## src/hw/etc_defines.vh

```
// Constants for the edge time-stamp capture block
`ifndef ETC_DEFINES_VH
`define ETC_DEFINES_VH
`define ETC_OFS_STATE 2'h0
`define ETC_OFS_SEQ 2'h1
`define ETC_OFS_TIME 2'h2
`define ETC_STATE_LSB 0
`define ETC_SEQ_LSB 8
`define ETC_TIME_LSB 16
`define ETC_ENTRIES_SMALL 4'h5
`define ETC_ENTRIES_LARGE 4'hf
`define ETC_SEQ_MASK 8'h7f
`define ETC_SEQ_RESET 8'h00
`define ETC_IDX_STATE 16'h5430
`define ETC_IDX_SEQ 16'h5431
`define ETC_IDX_TIME 16'h5432
`define ETC_SLOT_BASE 16'h6000
`define ETC_MODE_BYTE 2'h0
`define ETC_MODE_OBJECT 2'h1
`define ETC_MODE_SLOT 2'h2
`define ETC_CLK_PERIOD_PS 4000
`define ETC_TICK_NS 1000
`define ETC_US_CYC ((`ETC_TICK_NS * 1000) / `ETC_CLK_PERIOD_PS)
`define ETC_FILT_MIN_US 12'h002
`define ETC_FILT_MAX_US 12'hbb8
`endif

```

## src/hw/etc_capture.v

```verilog
// Four-channel edge time-stamp capture with input image read port
//
// Summary of operation
// Image holds 5 or 15 entries chosen by variant, four bytes each.
// Entry byte 0 is state, byte 1 sequence, bytes 2-3 time.
// State bits 0-3 carry input lines 0-3, bits 4-7 read zero.
// Stored state shows input levels after the triggering edge.
// Sequence runs 0 to 127, first edge gets 1, then counts up.
// A 32-bit microsecond counter starts at 0 after reset.
// The microsecond counter wraps to 0 after its maximum.
// Time field holds the low 16 bits of the counter.
// Each qualifying edge captures time, state and sequence as one entry.
// Entry n starts at byte offset four times n.
// Objects 5430h-5432h give state, sequence, time; subindex s is entry s-1.
// Slot subindex numbers fields from 01h, three per entry, index 6000h+slot.
// Rise and fall filter delay is settable from 2 us to 3 ms.
// The reader uses only the image read paths offered here.
// Rising or falling trigger edges are enabled per line.
// Slots fill upward and wrap to slot 0, overwriting the oldest.
// Edges within one microsecond tick merge into one entry.
`timescale 1ns/1ps
`default_nettype none
`include "etc_defines.vh"
module etc_capture #(
    parameter FIFO_DEPTH = 8,
    parameter US_CYC = `ETC_US_CYC
) (
    input wire clk,
    input wire rst_n,
    input wire input_line_0,
    input wire input_line_1,
    input wire input_line_2,
    input wire input_line_3,
    input wire variant_15,
    input wire [3:0] rise_en,
    input wire [3:0] fall_en,
    input wire [11:0] filter_us,
    input wire [7:0] slot_number,
    input wire rd_req,
    input wire [1:0] rd_mode,
    input wire [15:0] rd_addr,
    input wire [7:0] rd_sub,
    output wire rd_ready,
    output reg rd_ack,
    output reg rd_err,
    output reg [15:0] rd_data,
    output reg [31:0] us_ticker,
    output reg [7:0] last_seq
);
    localparam ST_IDLE = 3'b001;
    localparam ST_FETCH = 3'b010;
    localparam ST_PICK = 3'b100;
    localparam DW = 8 + 8 + 16;

    ////////////////////////////////////////////////////////////////////
    // Microsecond ticker
    reg [15:0] pre_cnt;
    wire us_tick;

    assign us_tick = (pre_cnt == US_CYC[15:0] - 16'h0001);

    always @(posedge clk) begin
        if (!rst_n) begin
            pre_cnt <= 16'h0000;
            us_ticker <= 32'h0000_0000;
        end else begin
            pre_cnt <= us_tick ? 16'h0000 : pre_cnt + 16'h0001;
            if (us_tick) begin
                us_ticker <= us_ticker + 32'h0000_0001;
            end
        end
    end

    ////////////////////////////////////////////////////////////////////
    // Input synchronisers and filters
    wire [3:0] line_pin;
    wire [3:0] filt;
    wire [3:0] rise;
    wire [3:0] fall;
    wire [11:0] filt_lim;

    assign line_pin = {input_line_3, input_line_2, input_line_1,
                       input_line_0};
    assign filt_lim = (filter_us < `ETC_FILT_MIN_US) ? `ETC_FILT_MIN_US :
                      (filter_us > `ETC_FILT_MAX_US) ? `ETC_FILT_MAX_US :
                      filter_us;

    genvar g;
    generate
        for (g = 0; g < 4; g = g + 1) begin : g_chan
            reg s1;
            reg s2;
            reg s3;
            reg lvl;
            reg [11:0] fcnt;
            wire stable;
            wire chg;

            assign stable = (s2 == s3) && (s3 != lvl);
            assign chg = stable && (fcnt >= filt_lim);
            assign filt[g] = lvl;
            assign rise[g] = chg && s3;
            assign fall[g] = chg && !s3;

            always @(posedge clk) begin
                if (!rst_n) begin
                    s1 <= 1'b0;
                    s2 <= 1'b0;
                    s3 <= 1'b0;
                    lvl <= 1'b0;
                    fcnt <= 12'h000;
                end else begin
                    s1 <= line_pin[g];
                    s2 <= s1;
                    s3 <= s2;
                    if (!stable || chg) begin
                        fcnt <= 12'h000;
                    end else if (us_tick) begin
                        fcnt <= fcnt + 12'h001;
                    end
                    if (chg) begin
                        lvl <= s3;
                    end
                end
            end
        end
    endgenerate

    ////////////////////////////////////////////////////////////////////
    // Edge qualification and tick merging
    wire [3:0] next_filt;
    wire hit;
    reg pend;
    reg [3:0] p_state;
    reg [15:0] p_time;
    reg [7:0] seq;
    wire [7:0] next_seq;
    wire push;
    wire f_in_ready;
    wire [DW-1:0] f_in_data;

    assign next_filt = filt ^ (rise | fall);
    assign hit = |((rise & rise_en) | (fall & fall_en));
    assign next_seq = (seq + 8'h01) & `ETC_SEQ_MASK;
    assign push = pend && us_tick && f_in_ready;
    assign f_in_data = {p_time, next_seq, 4'h0, p_state};

    always @(posedge clk) begin
        if (!rst_n) begin
            pend <= 1'b0;
            p_state <= 4'h0;
            p_time <= 16'h0000;
            seq <= `ETC_SEQ_RESET;
            last_seq <= `ETC_SEQ_RESET;
        end else begin
            if (hit) begin
                p_state <= next_filt;
            end
            if (hit && (!pend || push)) begin
                pend <= 1'b1;
                p_time <= us_ticker[15:0];
            end else if (push) begin
                pend <= 1'b0;
            end
            if (push) begin
                seq <= next_seq;
                last_seq <= next_seq;
            end
        end
    end

    ////////////////////////////////////////////////////////////////////
    // Entry FIFO
    wire f_out_valid;
    wire f_out_ready;
    wire [DW-1:0] f_out_data;

    etc_fifo #(
        .WIDTH(DW),
        .DEPTH(FIFO_DEPTH)
    ) u_fifo (
        .clk(clk),
        .rst_n(rst_n),
        .in_valid(push),
        .in_ready(f_in_ready),
        .in_data(f_in_data),
        .out_valid(f_out_valid),
        .out_ready(f_out_ready),
        .out_data(f_out_data)
    );

    ////////////////////////////////////////////////////////////////////
    // Entry slots
    reg [2:0] state;
    reg [3:0] wr_slot;
    reg [15:0] slot_ok;
    wire [3:0] n_ent;
    wire mem_we;
    wire mem_re;
    reg [3:0] r_ent;
    wire [DW-1:0] mem_rdata;

    assign n_ent = variant_15 ? `ETC_ENTRIES_LARGE
                              : `ETC_ENTRIES_SMALL;
    assign mem_re = (state == ST_FETCH);
    assign f_out_ready = !mem_re;
    assign mem_we = f_out_valid && f_out_ready;

    always @(posedge clk) begin
        if (!rst_n) begin
            wr_slot <= 4'h0;
            slot_ok <= 16'h0000;
        end else if (mem_we) begin
            slot_ok[wr_slot] <= 1'b1;
            if (wr_slot >= n_ent - 4'h1) begin
                wr_slot <= 4'h0;
            end else begin
                wr_slot <= wr_slot + 4'h1;
            end
        end
    end

    etc_mem #(
        .WIDTH(DW),
        .DEPTH(16),
        .AW(4)
    ) u_mem (
        .clk(clk),
        .we(mem_we),
        .waddr(wr_slot),
        .wdata(f_out_data),
        .re(mem_re),
        .raddr(r_ent),
        .rdata(mem_rdata)
    );

    ////////////////////////////////////////////////////////////////////
    // Request decoding
    reg t_ok;
    reg [3:0] t_ent;
    reg [2:0] t_sel;
    reg [7:0] sub_m1;
    reg [7:0] base;
    reg [7:0] fld;
    integer i;

    always @* begin
        t_ok = 1'b0;
        t_ent = 4'h0;
        t_sel = 3'h0;
        sub_m1 = rd_sub - 8'h01;
        base = 8'h00;
        fld = 8'h00;
        case (rd_mode)
            `ETC_MODE_BYTE: begin
                t_ent = rd_addr[5:2];
                t_sel = {1'b1, rd_addr[1:0]};
                t_ok = (rd_addr[15:6] == 10'h000) && (t_ent < n_ent);
            end
            `ETC_MODE_OBJECT: begin
                t_ent = sub_m1[3:0];
                t_sel = {1'b0, rd_addr[1:0] - 2'h0};
                t_ok = (rd_sub != 8'h00) && (sub_m1 < {4'h0, n_ent}) &&
                       ((rd_addr == `ETC_IDX_STATE) ||
                        (rd_addr == `ETC_IDX_SEQ) ||
                        (rd_addr == `ETC_IDX_TIME));
            end
            `ETC_MODE_SLOT: begin
                for (i = 0; i < 15; i = i + 1) begin
                    if (sub_m1 >= base) begin
                        t_ent = i[3:0];
                        fld = sub_m1 - base;
                    end
                    base = base + 8'h03;
                end
                t_sel = {1'b0, fld[1:0]};
                t_ok = (rd_sub != 8'h00) &&
                       (sub_m1 < {4'h0, n_ent} * 8'h03) &&
                       (rd_addr == `ETC_SLOT_BASE + {8'h00, slot_number});
            end
            default: begin
                t_ok = 1'b0;
            end
        endcase
    end

    ////////////////////////////////////////////////////////////////////
    // Read sequencer
    reg [2:0] r_sel;
    reg r_ok;
    reg [15:0] pick;
    wire [DW-1:0] ent_word;

    assign rd_ready = (state == ST_IDLE);
    assign ent_word = slot_ok[r_ent] ? mem_rdata : {DW{1'b0}};

    always @* begin
        case (r_sel)
            3'h0: pick = {8'h00, ent_word[`ETC_STATE_LSB +: 8]};
            3'h1: pick = {8'h00, ent_word[`ETC_SEQ_LSB +: 8]};
            3'h2: pick = ent_word[`ETC_TIME_LSB +: 16];
            3'h4: pick = {8'h00, ent_word[7:0]};
            3'h5: pick = {8'h00, ent_word[15:8]};
            3'h6: pick = {8'h00, ent_word[23:16]};
            3'h7: pick = {8'h00, ent_word[31:24]};
            default: pick = 16'h0000;
        endcase
    end

    always @(posedge clk) begin
        if (!rst_n) begin
            state <= ST_IDLE;
            r_ent <= 4'h0;
            r_sel <= 3'h0;
            r_ok <= 1'b0;
            rd_ack <= 1'b0;
            rd_err <= 1'b0;
            rd_data <= 16'h0000;
        end else begin
            rd_ack <= 1'b0;
            case (state)
                ST_IDLE: begin
                    if (rd_req) begin
                        r_ent <= t_ent;
                        r_sel <= t_sel;
                        r_ok <= t_ok;
                        state <= ST_FETCH;
                    end
                end
                ST_FETCH: begin
                    state <= ST_PICK;
                end
                ST_PICK: begin
                    rd_ack <= 1'b1;
                    rd_err <= !r_ok;
                    rd_data <= r_ok ? pick : 16'h0000;
                    state <= ST_IDLE;
                end
                default: begin
                    state <= ST_IDLE;
                end
            endcase
        end
    end
endmodule // etc_capture
`default_nettype wire

```

## src/hw/etc_mem.v

```verilog
// Entry memory with registered read data
`timescale 1ns/1ps
`default_nettype none
module etc_mem #(
    parameter WIDTH = 32,
    parameter DEPTH = 16,
    parameter AW = 4
) (
    input wire clk,
    input wire we,
    input wire [AW-1:0] waddr,
    input wire [WIDTH-1:0] wdata,
    input wire re,
    input wire [AW-1:0] raddr,
    output reg [WIDTH-1:0] rdata
);
    reg [WIDTH-1:0] mem [0:DEPTH-1];

    always @(posedge clk) begin
        if (we) begin
            mem[waddr] <= wdata;
        end
        if (re) begin
            rdata <= mem[raddr];
        end
    end
endmodule // etc_mem
`default_nettype wire

```

## src/hw/etc_fifo.v

```verilog
// Entry FIFO with valid and ready on both sides
`timescale 1ns/1ps
`default_nettype none
module etc_fifo #(
    parameter WIDTH = 24,
    parameter DEPTH = 8
) (
    input wire clk,
    input wire rst_n,
    input wire in_valid,
    output wire in_ready,
    input wire [WIDTH-1:0] in_data,
    output wire out_valid,
    input wire out_ready,
    output wire [WIDTH-1:0] out_data
);
    localparam AW = $clog2(DEPTH);
    reg [WIDTH-1:0] buf_q [0:DEPTH-1];
    reg [AW-1:0] rd_ptr;
    reg [AW-1:0] wr_ptr;
    reg [AW:0] fill;
    wire push;
    wire pop;

    assign in_ready = (fill != DEPTH[AW:0]);
    assign out_valid = (fill != {(AW+1){1'b0}});
    assign out_data = buf_q[rd_ptr];
    assign push = in_valid && in_ready;
    assign pop = out_valid && out_ready;

    always @(posedge clk) begin
        if (push) begin
            buf_q[wr_ptr] <= in_data;
        end
    end

    always @(posedge clk) begin
        if (!rst_n) begin
            rd_ptr <= {AW{1'b0}};
            wr_ptr <= {AW{1'b0}};
            fill <= {(AW+1){1'b0}};
        end else begin
            if (push) begin
                wr_ptr <= (wr_ptr == DEPTH[AW-1:0] - 1'b1) ? {AW{1'b0}}
                                                          : wr_ptr + 1'b1;
            end
            if (pop) begin
                rd_ptr <= (rd_ptr == DEPTH[AW-1:0] - 1'b1) ? {AW{1'b0}}
                                                          : rd_ptr + 1'b1;
            end
            if (push && !pop) begin
                fill <= fill + 1'b1;
            end else if (pop && !push) begin
                fill <= fill - 1'b1;
            end
        end
    end
endmodule // etc_fifo
`default_nettype wire

```

## config.mk

```make
export PLATFORM = sky130hd
export DESIGN_NAME = etc_capture
export DESIGN_NICKNAME = d
export VERILOG_FILES = /design/src/hw/etc_capture.v /design/src/hw/etc_mem.v /design/src/hw/etc_fifo.v
export VERILOG_INCLUDE_DIRS = /design/src /design/src/hw
export SDC_FILE = /design/constraint.sdc
export NUM_CORES = 1
export LEC_CHECK = 0
export ABC_CLOCK_PERIOD_IN_PS = 7700
export BUFFER_PORTS_ARGS = -buffer_cell sky130_fd_sc_hd__buf_2
export CAP_MARGIN = 20
export CORE_UTILIZATION = 55
export DETAILED_ROUTE_END_ITERATION = 10
export PLACE_DENSITY_LB_ADDON = 0.12
export SLEW_MARGIN = 20
export SYNTH_ARGS = -nofsm -noshare
export SYNTH_HDL_FRONTEND = slang
export SYNTH_SLANG_ARGS = --single-unit
```

## constraint.sdc

```tcl
create_clock -name clk -period 7.7 [get_ports clk]
set_input_delay 1.54 -clock clk [delete_from_list [all_inputs] [get_ports clk]]
set_output_delay 1.54 -clock clk [all_outputs]
set_load 0.02 [all_outputs]
```

==> summary.md, run 1 <==
| Metric | Value |
|---|---|
| Status | finished, final reports clean |
| Clock Sinks | 877 |
| Area grow syn2layout | 12.3% |
| Flops & latches, synth | 877 |
| Chip Width | 260 um |
| Total gr overflow | 0 |
| Delay-heaviest family, CP | compound AO/OA/AOI/OAI gates |
| Slew @ Worst Pin | 1.11 ns |
| Asr flop ratio synth | 0 |
| DP Area | roughly 38,000 um2 |
| Hold Path Cell Cnt | 1 |
| FF-to-FF Start | pre_cnt[0] |
| Pre-CTS setup slack | 1.76 ns |
| Setup violators final | 0 |
| CTS tree | built |
| Largest family of logic cells by synthesized area | multiplexers |
| H-tree levels | 3 |
| Synth Net Count | 2,464 |
| # nets final | between 2,000 and 3,000 |
| Final period utilization | 0.659 |
| RSZ-0062 raised after global routing | no |
| Post-cts hold buffer count | 0 |
| Synth Area in Compound Gates | 0.0485 |
| Finished layout cell area | 41,000 um2 |
| F_max | approximately 200 MHz |
| Worst slew margin | 0.258 |
| PwrDens | 261 nW/um2 |
| Crit path cell chain | buf_2 > or3_1 > a41oi_1 > nor2_1 > nor2_1 > nor2_1 > nor2_1 > ha_1 > a21o_1 > a2111oi_0 > o21ai_0 > a221o_1 > a22o_2 > nor3_2 > mux2_2 |
| Setup repair bufs after CTS | 0 |
| Final Hold Fails | 0 |
| Post-Synthesis Cell Area | around 37,000 um2 |
| Main synth FF type | edfxtp_1 |
| Clock-pin slew on the worst setup and hold paths | 0.06 ns |
| Peak supply drop | 0.198 mV |
| DIE HEIGHT | 260 um |
| Xor/xnor share of the synthesized area | 0.0276 |
| Crit path time final | 5.07 ns |
| Final std cells w/o fill | between 3,000 and 4,000 |
| Count leader, synth | edfxtp_1 |
| DR iter-0 viols | between 1,500 and 2,000 |
| HP Class | reg -> reg |
| Arrival time at the worst endpoint | 5.60 ns |
| Fin Hold WS | 0.434 ns |
| Peak per-stage delay on the critical path | 0.45 ns |
| Nature of the critical path startpoint | input port |
| Post-synthesis simple-gate area fraction | 0.0818 |
| EDFF count, synth | 675 |
| Register-to-Register Path Depth | 8 |
| Max Slew Vio Count | 0 |
| Post-synthesis mux area share | 0.132 |
| Max Fanout on Critical Path | 34 |
| Final setup margin | 2.63 ns |
| Die footprint | 67,400 um2 |
| Drt first pass iters | 5 |
| CTS Buf Count | 89 |
| Yosys cell types | 83 |
| Core area | 65,700 um2 |
| Hold Startpoint | g_chan[2].s1 |
| Detailed-route via count | 20,800 |
| Routed len/inst | 24.0 um |
| Antenna Cells | 0 |
| Vias in the first global route | ~21,000 |
| Crit path buffers/inverters | 1 |
| Setup TNS | 0 ns |
| Share of layout cells above drive strength 1 | 0.221 |
| PostCTS Resize Cnt | 0 |
| Drc violations | 0 |
| Initial antenna violation count | 0 |
| Max-Cap Viols | 0 |
| Routed WL | 81,400 um |
| Leak | 12.9 nW |
| Setup crit end kind | flop |
| Post-synthesis sequential area ratio | 0.666 |
| First-pass GRT wire length | around 130,000 um |
| Yosys warns | 0 |
| Worst R2R Setup Slack | ~3.8 ns |
| R2r endpoint | u_fifo.buf_q[6][11] |
| Leading cell types by count after synthesis | edfxtp_1 (675), nor2_1 (222), dfxtp_1 (202), mux4_2 (194), nand2_1 (105) |
| Post-DP HPWL | 49,000 um |
| Count of buffers from port buffering | approximately 120 |
| Adder-Cell Fraction of Synth Area | 0.0276 |
| Share of the synthesized area in the top cell type | 0.555 |
| Worst skew pair latency | 0.65 ns |
| FP Rows | 94 |
| I/O pin count | 121 |
| Largest net degree at the start of global routing | 78 |
| Total Routing Usage GR | 0.247 |
| Root Buffer | clkbuf_16 |
| Mean post-synth cell area | 15.7 um2 |
| Routed vias/inst | 6.12 |
| Antenna Nets Post-Route | 0 |
| Worst-case hold path end point | g_chan[2].s2 |
| Largest cells by area after synthesis | edfxtp_1 (56%), mux4_2 (12%), dfxtp_1 (11%) |
| Clock Skew | 0.0304 ns |
| Starting Density | 0.555 |
| Clk buf depth | 3 |
| CP max-delay cell | a22o_2 |
| Crit path kind | in -> reg |
| Pwr Total | 10.7 mW |
| Leading area contributor after synthesis | edfxtp_1 |
| Utilization after layout | 0.624 |
| Most frequent cell on the critical path | nor2_1 |
| Placed cell count | 3,230 |
| Worst EP required | 8.23 ns |
| Synth Instances | 2,322 |
| Placer Congestion | 0.868 |
## placed cells by master, fill, tap and decap left out, types with 28 or more instances in the layout
| master | n |
|---|---|
| nor2_1 | 209 |
| dfxtp_1 | 197 |
| nand3_1 | 43 |
| xnor2_1 | 38 |
| and2_1 | 28 |
| o21ai_0 | 69 |
| buf_4 | 40 |
| ha_1 | 79 |
| clkbuf_16 | 89 |
| and3_1 | 34 |
| mux2_2 | 30 |
| a21oi_1 | 59 |
| inv_1 | 35 |
| mux4_2 | 194 |
| edfxtp_1 | 675 |
| buf_2 | 119 |
| xor2_1 | 77 |
| clkbuf_1 | 28 |
| nand2_1 | 105 |
## where the power goes
part / leakage (nW) / switching, mW / internal, mW
clock network: 1.35 / 1.78 / 2.30
logic: 4.41 / 0.695 / 0.467
registers: 7.12 / 0.101 / 5.37
## metal layers
layer,track usage,part of all wire,up-vias
met3,0.0305,0.040,116
met4,0.0570,0.020,0
met5,0,0,-
met1,0.341,0.43,10800
li1,-,-,9342
met2,0.420,0.51,529
## worst max path at each step
stage                            start          to  slack [ns]  cells past startpoint
after global placement    filter_us[2]  p_state[1]        1.86                     15
after CTS                 filter_us[2]  p_state[0]        2.46                     15
after detailed placement  filter_us[2]  p_state[0]        1.76                     15
final                     filter_us[2]  p_state[0]        2.63                     15
after global routing      filter_us[2]  p_state[2]        2.32                     15
after floorplan           filter_us[2]  p_state[0]        2.89                     14
## cell families (layout without fill, tap and decap cells)
logic type | Yosys count | count (layout)
AO/OA/AOI/OAI | 264 | 264
flip-flops | 877 | 877
buffers and inverters | 152 | 359
XOR/XNOR | 115 | 115
adder cells (fa/ha/maj) | 80 | 80
multiplexers | 237 | 237
other | 1 | 1
AND/OR/NAND/NOR | 596 | 596
## flip-flops by register name, indices dropped and copies added (netlist names), 7 cells and up, named ones only
signal / flops
g_chan.fcnt: 48
p_time: 16
pre_cnt: 16
rd_data: 16
seq: 7
slot_ok: 16
u_fifo.buf_q: 216
u_mem.mem: 432
u_mem.rdata: 27
us_ticker: 32
## worst reg2reg max path, stage by stage, from the launching register on
cell and delay [ns]:
dfxtp_1 0.37, ha_1 0.20, nor4b_1 0.22, and4_1 0.38, nand2_1 0.34, inv_1 0.51, nand2_1 0.25, nor3b_2 0.79
buf_4 0.48
## area by class of cell
class / count / area [um2]
Sequential cell: 877 / 24300
Multi-Input combinational cell: 1293 / 11800
Tap cell: 864 / 1080
Inverter: 37 / 140
Clock inverter: 38 / 327
Fill cell: 4750 / 24700
Clock buffer: 125 / 2440
Timing Repair Buffer: 159 / 896
(Power assumes the default switching activity.)
==> inputs of run 2 (changes only) <==
- ABC_CLOCK_PERIOD_IN_PS: 7700 -> 4200
- clock period: 7.7 -> 4.2 ns (I/O delays scaled with it)
==> run 2 against run 1 <==
Cell count is 1.3% higher. Critical path type unchanged. Sequential cell count stayed put. Critical path depth is 1 higher. Largest cell class unchanged. Clock skew is 0.013 ns lower.
==> summary.md, run 2 (same netlist as run 1, synthesis figures left out) <==
| Metric | Value |
|---|---|
| Max Fanout on Critical Path | 4 |
| Detail Route met3 WL | 4500 um |
| Largest net degree at the start of global routing | 77 |
| Placer Congestion | 0.877 |
| Largest Register | u_mem.mem |
| Area grow syn2layout | 13.8% |
| Pwr Total | 20.1 mW |
| DR iter-0 viols | 1,720 |
| DIE HEIGHT | approximately 260 um |
| Initial antenna violation count | 1 |
| Worst skew pair latency | 0.63 ns |
| Psw | around 4.7 mW |
| Antenna Nets Post-Route | 0 |
| Share of layout cells above drive strength 1 | 0.237 |
| Crit path kind | in -> reg |
| Total Routing Usage GR | 0.244 |
| Peak supply drop | 0.304 mV |
| H-tree levels | 3 |
| Placed cell count | 3,271 |
| Commonest non-fill, non-tap cell in the layout | edfxtp_1 |
| M1 WL | 34,400 um |
| Final period utilization | 0.888 |
| Core area | about 66,000 um2 |
| Total gr overflow | 0 |
| Clock Skew | 0.0175 ns |
| Max-Cap Viols | 0 |
| Arrival time at the worst endpoint | 4.25 ns |
| Utilization after layout | 0.632 |
| Final setup margin | about 0.47 ns |
| Leak | 13.2 nW |
| Drc violations | 0 |
| Die footprint | 67,400 um2 |
| Status | finished, final reports clean |
| RSZ-0062 raised after global routing | no |
| PostCTS Resize Cnt | 0 |
| Max FFs per register | 432 |
| CTS Buf Count | a little under 90 |
| Setup violators final | 0 |
| Reg power frac | 0.502 |
| Clk pwr share | 0.394 |
| Clock-pin slew on the worst setup and hold paths | 0.07 ns |
| Chip Width | 260 um |
| PwrDens | 484 nW/um2 |
| Post-cts hold buffer count | 0 |
| Net Sw Frac | 0.235 |
| Crit path time final | between 3 and 4 ns |
| Setup repair bufs after CTS | 0 |
| Post-DP HPWL | 50,000 um |
| Final std cells w/o fill | 3,438 |
| Clock Sinks | 877 |
| Routed len/inst | 23.5 um |
| # nets final | 2,640 |
| Nature of the critical path startpoint | input port |
| Met2 routed WL | around 40,000 um |
| I/O pin count | 121 |
| Setup crit end kind | flop |
| Pre-CTS setup slack | -0.200 ns |
| Routed vias/inst | 6.07 |
| Clk buf depth | 3 |
| Finished layout cell area | 41,600 um2 |
| Detailed-route via count | 20,900 |
| Top flop regs | u_mem.mem: 432 flops, u_fifo.buf_q: 216 flops, g_chan.fcnt: 48 flops |
| Worst slew margin | 0.334 |
| Max Slew Vio Count | 0 |
| CTS tree | built |
| Drt first pass iters | 6 |
| Worst EP required | about 4.7 ns |
| Vias in the first global route | 20,800 |
| Count of buffers from port buffering | 119 |
| FP Rows | 94 |
| Top layer reached by signal wires | met5 |
| First-pass GRT wire length | 124,000 um |
| F_max | 268 MHz |
| DP Area | around 39,000 um2 |
| Final Hold Fails | 0 |
| Starting Density | 0.555 |
| Routed WL | 80,900 um |
| Slew @ Worst Pin | 0.999 ns |
| Root Buffer | clkbuf_16 |
| Combinational share of power | 0.105 |
| HP Class | in -> reg |
| Most frequent cells in the layout | edfxtp_1 (675), nor2_1 (209), dfxtp_1 (196), mux4_2 (194), buf_2 (119) |
| Cell internal pwr | 15.4 mW |
run 2: changes by cell type in the layout (fill, tap and decap cells not counted), sizes merged:
cell      change
bufinv        +8
diode         +1
clkbuf       -15
clkinvlp      +2
buf          +41
inv           +1
clkinv        +7
run 2: final cells by class:
type                       instances  area, um2
sequential                       877      24300
multi-input combinational       1293      11800
inverter                          37        140
clock inverter                    56        574
clock buffer                     110       2370
fill                            4675      24200
timing repair buffer             200       1290
antenna                            1       2.50
tap                              864       1080
run 2: metrics by stage:
step                hold slack [ns]  setup TNS [ns]
global route                  0.401               0
floorplan                     0.412          -12.24
detailed placement            0.424           -2.60
finish                        0.414               0
CTS                           0.384               0
global placement              0.419           -1.34
run 2: power groups by stage:
stage | logic (mW) | clock network, mW | registers, mW
final | 2.11 | 7.92 | 10.1
after global routing | 2.26 | 8.39 | 10.1
after CTS | 2.14 | 8.07 | 10.1
after detailed placement | 2.13 | 0 | 10.3
after global placement | 2.11 | 0 | 10.3
after floorplan | 1.53 | 0 | 10.1
run 2: path summary, 6_finish.rpt:
check | depth (start not counted) | slack [ns] | to | start
worst max-delay path | 16 | 0.47 | p_state[1] | filter_us[2]
worst min-delay path | 2 | 0.41 | g_chan[3].s1 | input_line_3
worst max register to register | 13 | 0.66 | u_fifo.fill[3] | pre_cnt[0]
worst min register to register | 1 | 0.43 | g_chan[1].s2 | g_chan[1].s1
run 2: per-layer routing:
metal | up-vias | GRT usage
li1 | 9421 | -
met1 | 10700 | 0.334
met2 | 621 | 0.407
met3 | 136 | 0.0368
met4 | 2 | 0.0719
met5 | - | 0
run 2: worst max-delay path: stages:
cell and delay, ns:
buf_2 0.10, or3_1 0.36, a41oi_1 0.22, nor2_1 0.08, nor2_1 0.08, nor2_1 0.05, nor2_1 0.17, ha_1 0.28
a21o_1 0.18, a2111oi_0 0.37, o21ai_0 0.17, a221o_1 0.40, a22o_1 0.25, nor3_2 0.19, buf_4 0.15, mux2_2 0.33
